--- config.mk ---
export PLATFORM = sky130hd
export DESIGN_NAME = dtt_debug_trigger_trace
export DESIGN_NICKNAME = d
export VERILOG_FILES = /design/src/hdl/dtt_pkg.sv /design/src/hdl/dtt_debug_trigger_trace.sv
export SDC_FILE = /design/constraint.sdc
export NUM_CORES = 1
export LEC_CHECK = 0
export ABC_CLOCK_PERIOD_IN_PS = 4300
export BUFFER_PORTS_ARGS = -buffer_cell sky130_fd_sc_hd__clkbuf_2
export CAP_MARGIN = 20
export CORE_ASPECT_RATIO = 0.9
export CORE_MARGIN = 1.5
export CORE_UTILIZATION = 30
export DETAILED_ROUTE_END_ITERATION = 10
export GPL_TIMING_DRIVEN = 0
export SYNTH_ARGS = -nofsm -noshare
export SYNTH_HDL_FRONTEND = slang
export SYNTH_SLANG_ARGS = --single-unit
--- constraint.sdc ---
create_clock -name ref_clk -period 4.3 [get_ports ref_clk]
set_input_delay 0.215 -clock ref_clk [delete_from_list [all_inputs] [get_ports ref_clk]]
set_output_delay 0.215 -clock ref_clk [all_outputs]
set_load 0.005 [all_outputs]
--- src/hdl/dtt_pkg.sv ---
/*
 * Constants, field positions and carrier types for the debug trigger and trace block.
 * Assumes one bus clock and a synchronous active-high MCU reset.
 */
// Operation
// - Force-reset register ignores user program writes.
// - Force-reset register always reads zero.
// - Debug-command write of bit 0 resets MCU.
// - Byte registers for comparators, FIFO, control.
// - Comparator bytes reset zero, writable only unarmed.
// - FIFO high byte read-only, zero in event modes.
// - FIFO high read does not advance FIFO.
// - FIFO low read returns low, then advances.
// - Event-only modes store 8-bit data only.
// - Low reads while armed never advance FIFO.
// - Unarmed low read stores last opcode address.
// - FIFO eight deep; ninth read returns first.
// - Enable bit refuses setting while MCU secure.
// - Arm bit starts run, self-clears, manual stop.
// - Bit 5 picks force or tag break.
// - Break on end trigger or begin-trace full.
// - Break timing ignores trigger qualify select.
// - Comparator A direction qualifier bits 3 and 2.
// - Comparator B direction qualifier bits 1 and 0.
// - Control register accessible at any time.
// - Run ends on full or end trigger.
// - Codes 0011 and 0100 are event-only modes.
package dtt_pkg;
    localparam int unsigned REG_AW = 4;
    localparam int unsigned CPU_AW = 16;
    localparam int unsigned FIFO_DEPTH = 8;
    localparam logic [3:0] OFS_FORCE_RESET = 4'h0;
    localparam logic [3:0] OFS_CMP_A_HIGH = 4'h1;
    localparam logic [3:0] OFS_CMP_A_LOW = 4'h2;
    localparam logic [3:0] OFS_CMP_B_HIGH = 4'h3;
    localparam logic [3:0] OFS_CMP_B_LOW = 4'h4;
    localparam logic [3:0] OFS_FIFO_HIGH = 4'h5;
    localparam logic [3:0] OFS_FIFO_LOW = 4'h6;
    localparam logic [3:0] OFS_CONTROL = 4'h7;
    localparam int unsigned FORCE_RESET_BIT = 0;
    localparam int unsigned CTL_ENABLE = 7;
    localparam int unsigned CTL_ARM = 6;
    localparam int unsigned CTL_TAG = 5;
    localparam int unsigned CTL_BREAK_REQUEST_ENABLE = 4;
    localparam int unsigned CTL_RWA = 3;
    localparam int unsigned CTL_CMP_A_DIRECTION_ENABLE = 2;
    localparam int unsigned CTL_RWB = 1;
    localparam int unsigned CTL_CMP_B_DIRECTION_ENABLE = 0;
    localparam logic [7:0] BYTE_RESET = 8'h00;
    localparam logic [7:0] CONTROL_RESET = 8'h00;
    localparam logic [3:0] TRG_A_ONLY = 4'h0;
    localparam logic [3:0] TRG_A_OR_B = 4'h1;
    localparam logic [3:0] TRG_A_THEN_B = 4'h2;
    localparam logic [3:0] TRG_EVENT_B = 4'h3;
    localparam logic [3:0] TRG_A_THEN_EVENT_B = 4'h4;
    localparam logic [3:0] TRG_A_AND_B_DATA = 4'h5;
    localparam logic [3:0] TRG_A_AND_NOT_B = 4'h6;
    localparam logic [3:0] TRG_INSIDE = 4'h7;
    localparam logic [3:0] TRG_OUTSIDE = 4'h8;

    typedef enum logic [2:0] {
        DTT_IDLE = 3'b001,
        DTT_WAIT = 3'b010,
        DTT_STORE = 3'b100
    } dtt_run_e;

    typedef struct packed {
        logic rd;
        logic wr;
        logic dbg_cmd;
        logic [REG_AW-1:0] addr;
        logic [7:0] wdata;
    } dtt_reg_req_s;

    typedef struct packed {
        logic valid;
        logic rnw;
        logic exec;
        logic cof;
        logic [CPU_AW-1:0] addr;
        logic [7:0] data;
    } dtt_cpu_cycle_s;
endpackage

--- src/hdl/dtt_debug_trigger_trace.sv ---
/*
 * Debug trigger and trace registers: force reset, comparators, trace FIFO and control.
 * Assumes the register request and CPU cycle inputs are synchronous to ref_clk.
 */
`timescale 1ns/1ns
module dtt_debug_trigger_trace
    import dtt_pkg::*;
#(
    parameter int unsigned DEPTH = FIFO_DEPTH,
    parameter int unsigned AW = CPU_AW
) (
    // Clock and reset.
    input wire logic ref_clk,
    input wire logic srst,
    // Register access from the CPU or a background debug command.
    input wire dtt_reg_req_s reg_req,
    output logic [7:0] reg_rdata_q,
    // Observed CPU bus cycle and opcode tracking.
    input wire dtt_cpu_cycle_s cpu_cycle,
    input wire logic [AW-1:0] last_opcode_addr,
    input wire logic mcu_secure,
    // Trigger setup held outside this block.
    input wire logic [3:0] trigger_mode,
    input wire logic begin_trace,
    input wire logic trigger_qualify_select,
    // Results.
    output logic mcu_reset_req_q,
    output logic break_req_q,
    output logic break_tag_q,
    output logic run_active_flag,
    output logic [$clog2(DEPTH+1)-1:0] valid_count_q
);
    localparam int unsigned CW = $clog2(DEPTH+1);
    localparam logic [CW-1:0] CNT_FULL = CW'(DEPTH);

    logic [7:0] cmp_a_high_q;
    logic [7:0] cmp_a_low_q;
    logic [7:0] cmp_b_high_q;
    logic [7:0] cmp_b_low_q;
    logic [7:0] control_q;
    logic [15:0] fifo_q [DEPTH];
    dtt_run_e run_q;
    logic a_seen_q;
    logic [AW-1:0] cmp_a;
    logic [AW-1:0] cmp_b;
    logic wr_cmp_ok;
    logic wr_ctl;
    logic rd_low;
    logic event_only;
    logic dir_a_ok;
    logic dir_b_ok;
    logic hit_a;
    logic hit_b;
    logic trig;
    logic store_ev;
    logic [15:0] store_word;
    logic shift_en;
    logic [15:0] shift_word;
    logic full_next;
    logic run_done;
    logic arm_start;
    logic manual_stop;

    assign cmp_a = {cmp_a_high_q, cmp_a_low_q};
    assign cmp_b = {cmp_b_high_q, cmp_b_low_q};
    assign wr_cmp_ok = reg_req.wr && !control_q[CTL_ARM];
    assign wr_ctl = reg_req.wr && reg_req.addr == OFS_CONTROL;
    assign rd_low = reg_req.rd && reg_req.addr == OFS_FIFO_LOW;
    assign event_only = trigger_mode == TRG_EVENT_B
        || trigger_mode == TRG_A_THEN_EVENT_B;
    assign run_active_flag = control_q[CTL_ARM];

    // A direction-qualified comparator ignores R/W unless its enable is set.
    assign dir_a_ok = !control_q[CTL_CMP_A_DIRECTION_ENABLE]
        || (cpu_cycle.rnw == control_q[CTL_RWA]);
    assign dir_b_ok = !control_q[CTL_CMP_B_DIRECTION_ENABLE]
        || (cpu_cycle.rnw == control_q[CTL_RWB]);

    // Tag qualification only gates matches, so break timing stays the same.
    always_comb begin
        hit_a = cpu_cycle.valid && cpu_cycle.addr == cmp_a && dir_a_ok
            && (!trigger_qualify_select || cpu_cycle.exec);
        hit_b = cpu_cycle.valid && cpu_cycle.addr == cmp_b && dir_b_ok
            && (!trigger_qualify_select || cpu_cycle.exec);
        trig = 1'b0;
        case (trigger_mode)
            TRG_A_ONLY: trig = hit_a;
            TRG_A_OR_B: trig = hit_a || hit_b;
            TRG_A_THEN_B: trig = a_seen_q && hit_b;
            TRG_A_AND_B_DATA: trig = hit_a && cpu_cycle.data == cmp_b_low_q;
            TRG_A_AND_NOT_B: trig = hit_a && cpu_cycle.data != cmp_b_low_q;
            TRG_INSIDE: begin
                trig = cpu_cycle.valid && dir_a_ok
                    && cpu_cycle.addr >= cmp_a && cpu_cycle.addr <= cmp_b;
            end
            TRG_OUTSIDE: begin
                trig = cpu_cycle.valid && dir_a_ok
                    && (cpu_cycle.addr < cmp_a || cpu_cycle.addr > cmp_b);
            end
            default: trig = 1'b0;
        endcase
    end

    // Event-only modes keep the upper half of each word empty.
    always_comb begin
        store_ev = 1'b0;
        store_word = {cpu_cycle.addr[15:0]};
        if (event_only) begin
            store_ev = run_q == DTT_STORE && hit_b
                && (trigger_mode == TRG_EVENT_B || a_seen_q);
            store_word = {8'h00, cpu_cycle.data};
        end else begin
            store_ev = run_q == DTT_STORE && cpu_cycle.valid && cpu_cycle.cof;
        end
    end

    assign full_next = store_ev && (valid_count_q == CNT_FULL - CW'(1)
        || valid_count_q == CNT_FULL);
    always_comb begin
        run_done = 1'b0;
        if (run_q == DTT_STORE) begin
            if (event_only || begin_trace) begin
                run_done = full_next;
            end else begin
                run_done = trig;
            end
        end
    end

    assign arm_start = wr_ctl && reg_req.wdata[CTL_ARM]
        && reg_req.wdata[CTL_ENABLE] && !mcu_secure;
    assign manual_stop = wr_ctl && !arm_start;

    // Armed reads must not disturb capture, so only unarmed reads shift.
    assign shift_en = store_ev || (rd_low && !control_q[CTL_ARM]);
    assign shift_word = store_ev ? store_word : 16'(last_opcode_addr);

    always_ff @(posedge ref_clk) begin
        if (srst) begin
            cmp_a_high_q <= BYTE_RESET;
            cmp_a_low_q <= BYTE_RESET;
            cmp_b_high_q <= BYTE_RESET;
            cmp_b_low_q <= BYTE_RESET;
        end else if (wr_cmp_ok) begin
            if (reg_req.addr == OFS_CMP_A_HIGH) begin
                cmp_a_high_q <= reg_req.wdata;
            end else if (reg_req.addr == OFS_CMP_A_LOW) begin
                cmp_a_low_q <= reg_req.wdata;
            end else if (reg_req.addr == OFS_CMP_B_HIGH) begin
                cmp_b_high_q <= reg_req.wdata;
            end else if (reg_req.addr == OFS_CMP_B_LOW) begin
                cmp_b_low_q <= reg_req.wdata;
            end
        end
    end

    // A write that starts a run wins over a completion in the same cycle.
    always_ff @(posedge ref_clk) begin
        if (srst) begin
            control_q <= CONTROL_RESET;
        end else if (wr_ctl) begin
            control_q <= reg_req.wdata;
            control_q[CTL_ENABLE] <= reg_req.wdata[CTL_ENABLE] && !mcu_secure;
            control_q[CTL_ARM] <= arm_start;
        end else if (run_done) begin
            control_q[CTL_ARM] <= 1'b0;
        end
    end

    always_ff @(posedge ref_clk) begin
        if (srst) begin
            run_q <= DTT_IDLE;
        end else if (arm_start) begin
            run_q <= (begin_trace && !event_only) ? DTT_WAIT : DTT_STORE;
        end else if (manual_stop || run_done) begin
            run_q <= DTT_IDLE;
        end else begin
            case (run_q)
                DTT_WAIT: begin
                    if (trig) begin
                        run_q <= DTT_STORE;
                    end
                end
                default: run_q <= run_q;
            endcase
        end
    end

    always_ff @(posedge ref_clk) begin
        if (srst) begin
            a_seen_q <= 1'b0;
        end else if (arm_start) begin
            a_seen_q <= 1'b0;
        end else if (run_q != DTT_IDLE && hit_a) begin
            a_seen_q <= 1'b1;
        end
    end

    always_ff @(posedge ref_clk) begin
        if (srst) begin
            valid_count_q <= '0;
        end else if (arm_start) begin
            valid_count_q <= '0;
        end else if (store_ev && valid_count_q != CNT_FULL) begin
            valid_count_q <= valid_count_q + CW'(1);
        end
    end

    // Shift register: the head is read, new words enter at the tail.
    for (genvar i = 0; i < DEPTH; i++) begin : g_fifo
        always_ff @(posedge ref_clk) begin
            if (srst) begin
                fifo_q[i] <= 16'h0000;
            end else if (shift_en) begin
                if (i == DEPTH - 1) begin
                    fifo_q[i] <= shift_word;
                end else begin
                    fifo_q[i] <= fifo_q[i+1];
                end
            end
        end
    end

    // Read data is registered; the FIFO head is sampled before it shifts.
    always_ff @(posedge ref_clk) begin
        if (srst) begin
            reg_rdata_q <= 8'h00;
        end else if (reg_req.rd) begin
            if (reg_req.addr == OFS_FORCE_RESET) begin
                reg_rdata_q <= 8'h00;
            end else if (reg_req.addr == OFS_CMP_A_HIGH) begin
                reg_rdata_q <= cmp_a_high_q;
            end else if (reg_req.addr == OFS_CMP_A_LOW) begin
                reg_rdata_q <= cmp_a_low_q;
            end else if (reg_req.addr == OFS_CMP_B_HIGH) begin
                reg_rdata_q <= cmp_b_high_q;
            end else if (reg_req.addr == OFS_CMP_B_LOW) begin
                reg_rdata_q <= cmp_b_low_q;
            end else if (reg_req.addr == OFS_FIFO_HIGH) begin
                reg_rdata_q <= event_only ? 8'h00 : fifo_q[0][15:8];
            end else if (reg_req.addr == OFS_FIFO_LOW) begin
                reg_rdata_q <= fifo_q[0][7:0];
            end else if (reg_req.addr == OFS_CONTROL) begin
                reg_rdata_q <= control_q;
            end else begin
                reg_rdata_q <= 8'h00;
            end
        end
    end

    // The request is never held, so a reset of this block cannot re-fire it.
    always_ff @(posedge ref_clk) begin
        if (srst) begin
            mcu_reset_req_q <= 1'b0;
        end else begin
            mcu_reset_req_q <= reg_req.wr && reg_req.dbg_cmd
                && reg_req.addr == OFS_FORCE_RESET
                && reg_req.wdata[FORCE_RESET_BIT];
        end
    end

    always_ff @(posedge ref_clk) begin
        if (srst) begin
            break_req_q <= 1'b0;
            break_tag_q <= 1'b0;
        end else begin
            break_req_q <= control_q[CTL_BREAK_REQUEST_ENABLE] && run_done && !wr_ctl;
            break_tag_q <= control_q[CTL_TAG];
        end
    end
endmodule

[Word level (Yosys, flattened, before mapping)]
Memories as Yosys holds them, arrays and structs flattened.
Index checks and enable logic that the tools add are counted.
Operators by class
  $add $sub $neg: 1
  magnitude comparators: 4
  equal/unequal tests: 27
  multiplexer cells: 35
  bitwise gates (word level): 11
  reduce and logical (&&, ||, !) cells: 65
Operator list (number)
  16-bit two-way mux: 10
  8-bit two-way mux: 9
  4-bit by 3-bit == test with 1-bit output, second input constant: 9
  1-bit logical AND: 35
  16-bit == test: 2
  4-bit by 2-bit == test with 1-bit output, second input constant: 4
  16-bit >= comparator: 1
  16-bit > comparator: 1
  16-bit less-or-equal comparator: 1
  16-bit less-than comparator: 1
  3-bit two-way mux: 5
  1-bit logical OR: 11
  1-bit two-way mux: 10
  4-bit by 1-bit == test with 1-bit output, second input constant: 2
  4-bit == test, second input constant: 2
  8-bit == test: 1
  1-bit zero test: 8
  4-bit zero test: 2
  8-bit != test: 1
  1-bit bitwise OR: 8
  1-bit case mux with 7 select lines: 1
  3-bit nonzero test: 2
  5-bit AND reduction: 1
  4-bit by 1-bit adder with 4-bit output, second input constant: 1
  11 further kinds: 15
Storage, ports and cells
  register bits after elaboration: 59
  memory bits (writable): 128
  input bits: 68
  output and inout bits: 16
  word-level logic and storage cells: 157
  memories: 1
Memory list
  fifo_q: depth 8, bits a word 16, read ports 8, clocked after Yosys merged registers in 0, wr ports 8, line dtt_debug_trigger_trace.sv:41  | logic [15:0] fifo_q [DEPTH];

[Longest topological paths before layout]
  depth in word-level cells: 13
  gate-level depth with buffers: 12
  mapped depth without buffers: 10

[Worst setup path after synthesis]
Ideal clock, no wire load.
  kind: reg2reg
  start point: reg cmp_b_high_q[7]
  end point: mem fifo_q[0][0], enable pin
  library setup time: 433 ps
  arrival: 3324 ps
  data required time: 3867 ps
  slack: 543 ps
  stages on the path, launching flop included: 10
  buffers on the path: 0
  period minus slack after synthesis: 3757 ps
  cells stage by stage: dfxtp_1 > inv_1 > ha_1 > nand4_1 > nor4_2 > nand2_1 > o22a_2 > nor2_2 > a41o_2 > or2_2
RTL lines
  start: declaration: line dtt_debug_trigger_trace.sv:38  | logic [7:0] cmp_b_high_q;
  start signal: assignment: line dtt_debug_trigger_trace.sv:150  | cmp_b_high_q <= reg_req.wdata;
  end: declaration: line dtt_debug_trigger_trace.sv:41

==> flow_summary.json <==
{
  "ys_async_sr_fraction_pct": 0,
  "drc": 0,
  "relSlewSlack_pct": 47.5,
  "rsz0062_at_grt": "no",
  "busiest_layer": "met2",
  "comb_power_share_pct": 6.8,
  "dieArea_um2": 30200,
  "drive_gt1_share_pct": 15.7,
  "yosys.cell_count.top_type": "edfxtp_1",
  "critical_path_class": "reg2reg",
  "grt_pass1_vias": 5723,
  "crit_fanout": 54,
  "cts_buffers": 17,
  "gp_congestion": 0.894,
  "avgSynthCellArea_um2": 11.1,
  "io_buffers": 81,
  "sw_frac_of_total_pct": 22.8,
  "synth_fa_ha_area_share_pct": 4.86,
  "total_power_mw": 3.82,
  "fp-row-count": 59,
  "vias": 6210,
  "clock_latency_ns": 0.43,
  "hold_viol": 0,
  "ys_ff_latch": 187,
  "fillers": 2896,
  "area_delta_synth_final_pct": 17.1,
  "cts_root_buf": "clkbuf_16",
  "synth_top_area_cell": "edfxtp_1",
  "nets": 993,
  "crit_family": "simple AND/OR/NAND/NOR gates",
  "status": "finished clean",
  "cts_resized": 0,
  "period_needed_ns": 3.67,
  "ir_worst_vdd_v": 0.000280,
  "max_freq_mhz": 273,
  "clk_pin_slew_ns": 0.07,
  "internal_power_mw": 2.95,
  "fin_skew_ns": 0.00992,
  "overflow": 0,
  "die_height_um": 165,
  "cap_viol_max_count": 0,
  "ctsHoldBuffers": 0,
  "synthMuxAreaShare_pct": 4.15,
  "crit_slowest_cell": "or2_4",
  "grt_use_met2_pct": 22.7,
  "grt_use_met1_pct": 21.5,
  "grt_pass1_wl_mm": 33.6,
  "synth-simple-area-share_pct": 18.8,
  "antennaDiodeCount": 0,
  "wire_per_inst_um": 17.6,
  "p_seq_share_pct": 52.3,
  "synth_area_um2": 8750,
  "slowest_delay_ns": 0.47,
  "clkPwrFrac_pct": 40.9,
  "yosys_warnings": 0,
  "cp.arrival_ns": 3.78,
  "clock-sinks": 187,
  "grt_usage_pct": 15.2,
  "setup_viol": 0,
  "postRouteAntennaNets": 0,
  "synth-xor-area-share_pct": 1.20,
  "drt_wl_total_mm": 22.3,
  "cts_tree": "built",
  "synth-compound-area-share_pct": 9.82,
  "die_w_um": 183,
  "crit_buf_inv": 3,
  "postLayoutCoreUtil_pct": 35.6,
  "drt_pre_antenna_iters": 5,
  "grt_max_degree": 55,
  "ys.flop_type": "edfxtp_1",
  "worstHoldPathType": "in2reg",
  "hold-worst-slack_ns": 0.0228,
  "dpl_worst_slack_ns": 0.608,
  "tightest_slew_ns": 0.782,
  "synthesis.nets": 891,
  "fin_ws_ns": 0.633,
  "cts_setup_buffers": 0,
  "use_met3_pct": 4.01,
  "io_pins": 84,
  "syn_inst": 789,
  "netSwitchingPower_mw": 0.872,
  "synthDistinctLibCells": 57,
  "antenna_found_initial": 1,
  "yosysSeqAreaShare_pct": 57.4,
  "synth_top_area_share_pct": 43.9,
  "power_density_nw_per_um2": 373,
  "start_kind": "flop",
  "synth_top_family_by_area": "simple AND/OR/NAND/NOR gates",
  "required_ns": 4.41,
  "report.final.slew_viol_count": 0,
  "path_cells": "inv_1, ha_1, nand4_1, nor4_2, nand2_1, o22a_2, nor2_2, a41o_2, or2_4, buf_12, buf_16",
  "p_leak_nw": 3.90,
  "synth_edf_count": 128,
  "htreeDepth": 4,
  "dp_hpwl_mm": 17.3,
  "synthTopCellsByCount": "edfxtp_1, and2_1, nor2_1",
  "start_util_pct": 30.4,
  "clock_path_buffers": 2,
  "core_um2": 28800,
  "synth.area.top_cells": "edfxtp_1, dfxtp_1, and2_1",
  "critPathCaptureType": "flop",
  "drt_iter0_drc": 548,
  "detail_route.vias_per_cell": 4.89,
  "timing.final.crit_share_pct": 85.3
}
-- metrics by stage --
stage / cell area, um2 / instances / TNS (ns)
after floorplan: 8750 / 789 / 0
after global placement: 9610 / 1236 / -68.37
after detailed placement: 9660 / 1238 / 0
after CTS: 10200 / 1270 / 0
after global routing: 10200 / 1270 / 0
final: 10200 / 1270 / 0
-- worst reg2reg max path, delay by kind of cell, from the launching register on --
kind	cells	cell delay, ns
AO/OA/AOI/OAI	2	0.54
adder cells (fa/ha/maj)	1	0.31
buffers and inverters	3	0.65
flip-flops	1	0.41
AND/OR/NAND/NOR	5	1.41
-- state kept, by name, summed over array words and instances, names as in the netlist --
| signal | flops |
|---|---|
| cmp_b_low_q | 8 |
| break_tag_q | 1 |
| cmp_a_high_q | 8 |
| valid_count_q | 4 |
| mcu_reset_req_q | 1 |
| reg_rdata_q | 8 |
| cmp_b_high_q | 8 |
| control_q | 8 |
| run_q | 3 |
| cmp_a_low_q | 8 |
| break_req_q | 1 |
| fifo_q | 128 |
| a_seen_q | 1 |
-- layout make-up --
cell class / instances / area (um2) / share of cell area [%]
Clock inverter: 12 / 136 / 1.33
Buffer: 41 / 188 / 1.83
Inverter: 38 / 143 / 1.39
Clock buffer: 20 / 447 / 4.36
Multi-Input combinational cell: 523 / 3400 / 33.2
Tap cell: 366 / 458 / 4.47
Timing Repair Buffer: 83 / 453 / 4.42
Sequential cell: 187 / 5020 / 49.0
-- metal layers --
metal,up-vias,share of wire (%)
met4,2,1.5
met5,-,0.081
li1,3019,-
met3,25,8.3
met1,2915,47
met2,249,43
-- power groups by stage --
| stage | combinational [mW] | clock (mW) | sequential (mW) |
|---|---|---|---|
| floorplan | 0.139 | 0 | 2.03 |
| global placement | 0.246 | 0 | 2.04 |
| detailed placement | 0.256 | 0 | 2.04 |
| CTS | 0.257 | 1.59 | 2.00 |
| global route | 0.285 | 1.66 | 2.00 |
| finish | 0.259 | 1.56 | 2.00 |
-- logic make-up after synthesis --
family	Yosys count
simple gates	313
compound gates	128
mux	36
flops	187
buf+inv	79
xor+xnor	12
fa+ha+maj	34
-- cell usage in the layout (no fill, tap or decap), drive strengths merged, types with 4 or more instances in the layout --
cell type / synthesis / routed
nor3: 6 / 6
dfxtp: 59 / 59
edfxtp: 128 / 128
clkinv: 0 / 4
clkbuf: 33 / 134
nand3: 20 / 20
a211oi: 9 / 9
nor2b: 11 / 11
and2: 114 / 114
buf: 8 / 10
nand2: 63 / 63
a222oi: 7 / 7
inv: 38 / 42
a21oi: 50 / 50
nor2: 67 / 67
ha: 34 / 34
xnor2: 10 / 10
mux2i: 34 / 34
o21ai: 19 / 19
nand4: 14 / 14
a311oi: 16 / 16
-- path summary, 6_finish.rpt --
check / slack [ns] / cells after the start / start / to
worst min register to register: 0.47 / 2 / control_q[7] / control_q[7]
worst max register to register: 0.63 / 11 / cmp_b_high_q[7] / fifo_q[1][18]
worst min-delay path: 0.02 / 2 / reg_req[10] / mcu_reset_req_q
worst max-delay path: 0.63 / 11 / cmp_b_high_q[7] / fifo_q[1][18]
Note: power is estimated with default switching activity, not from simulation.
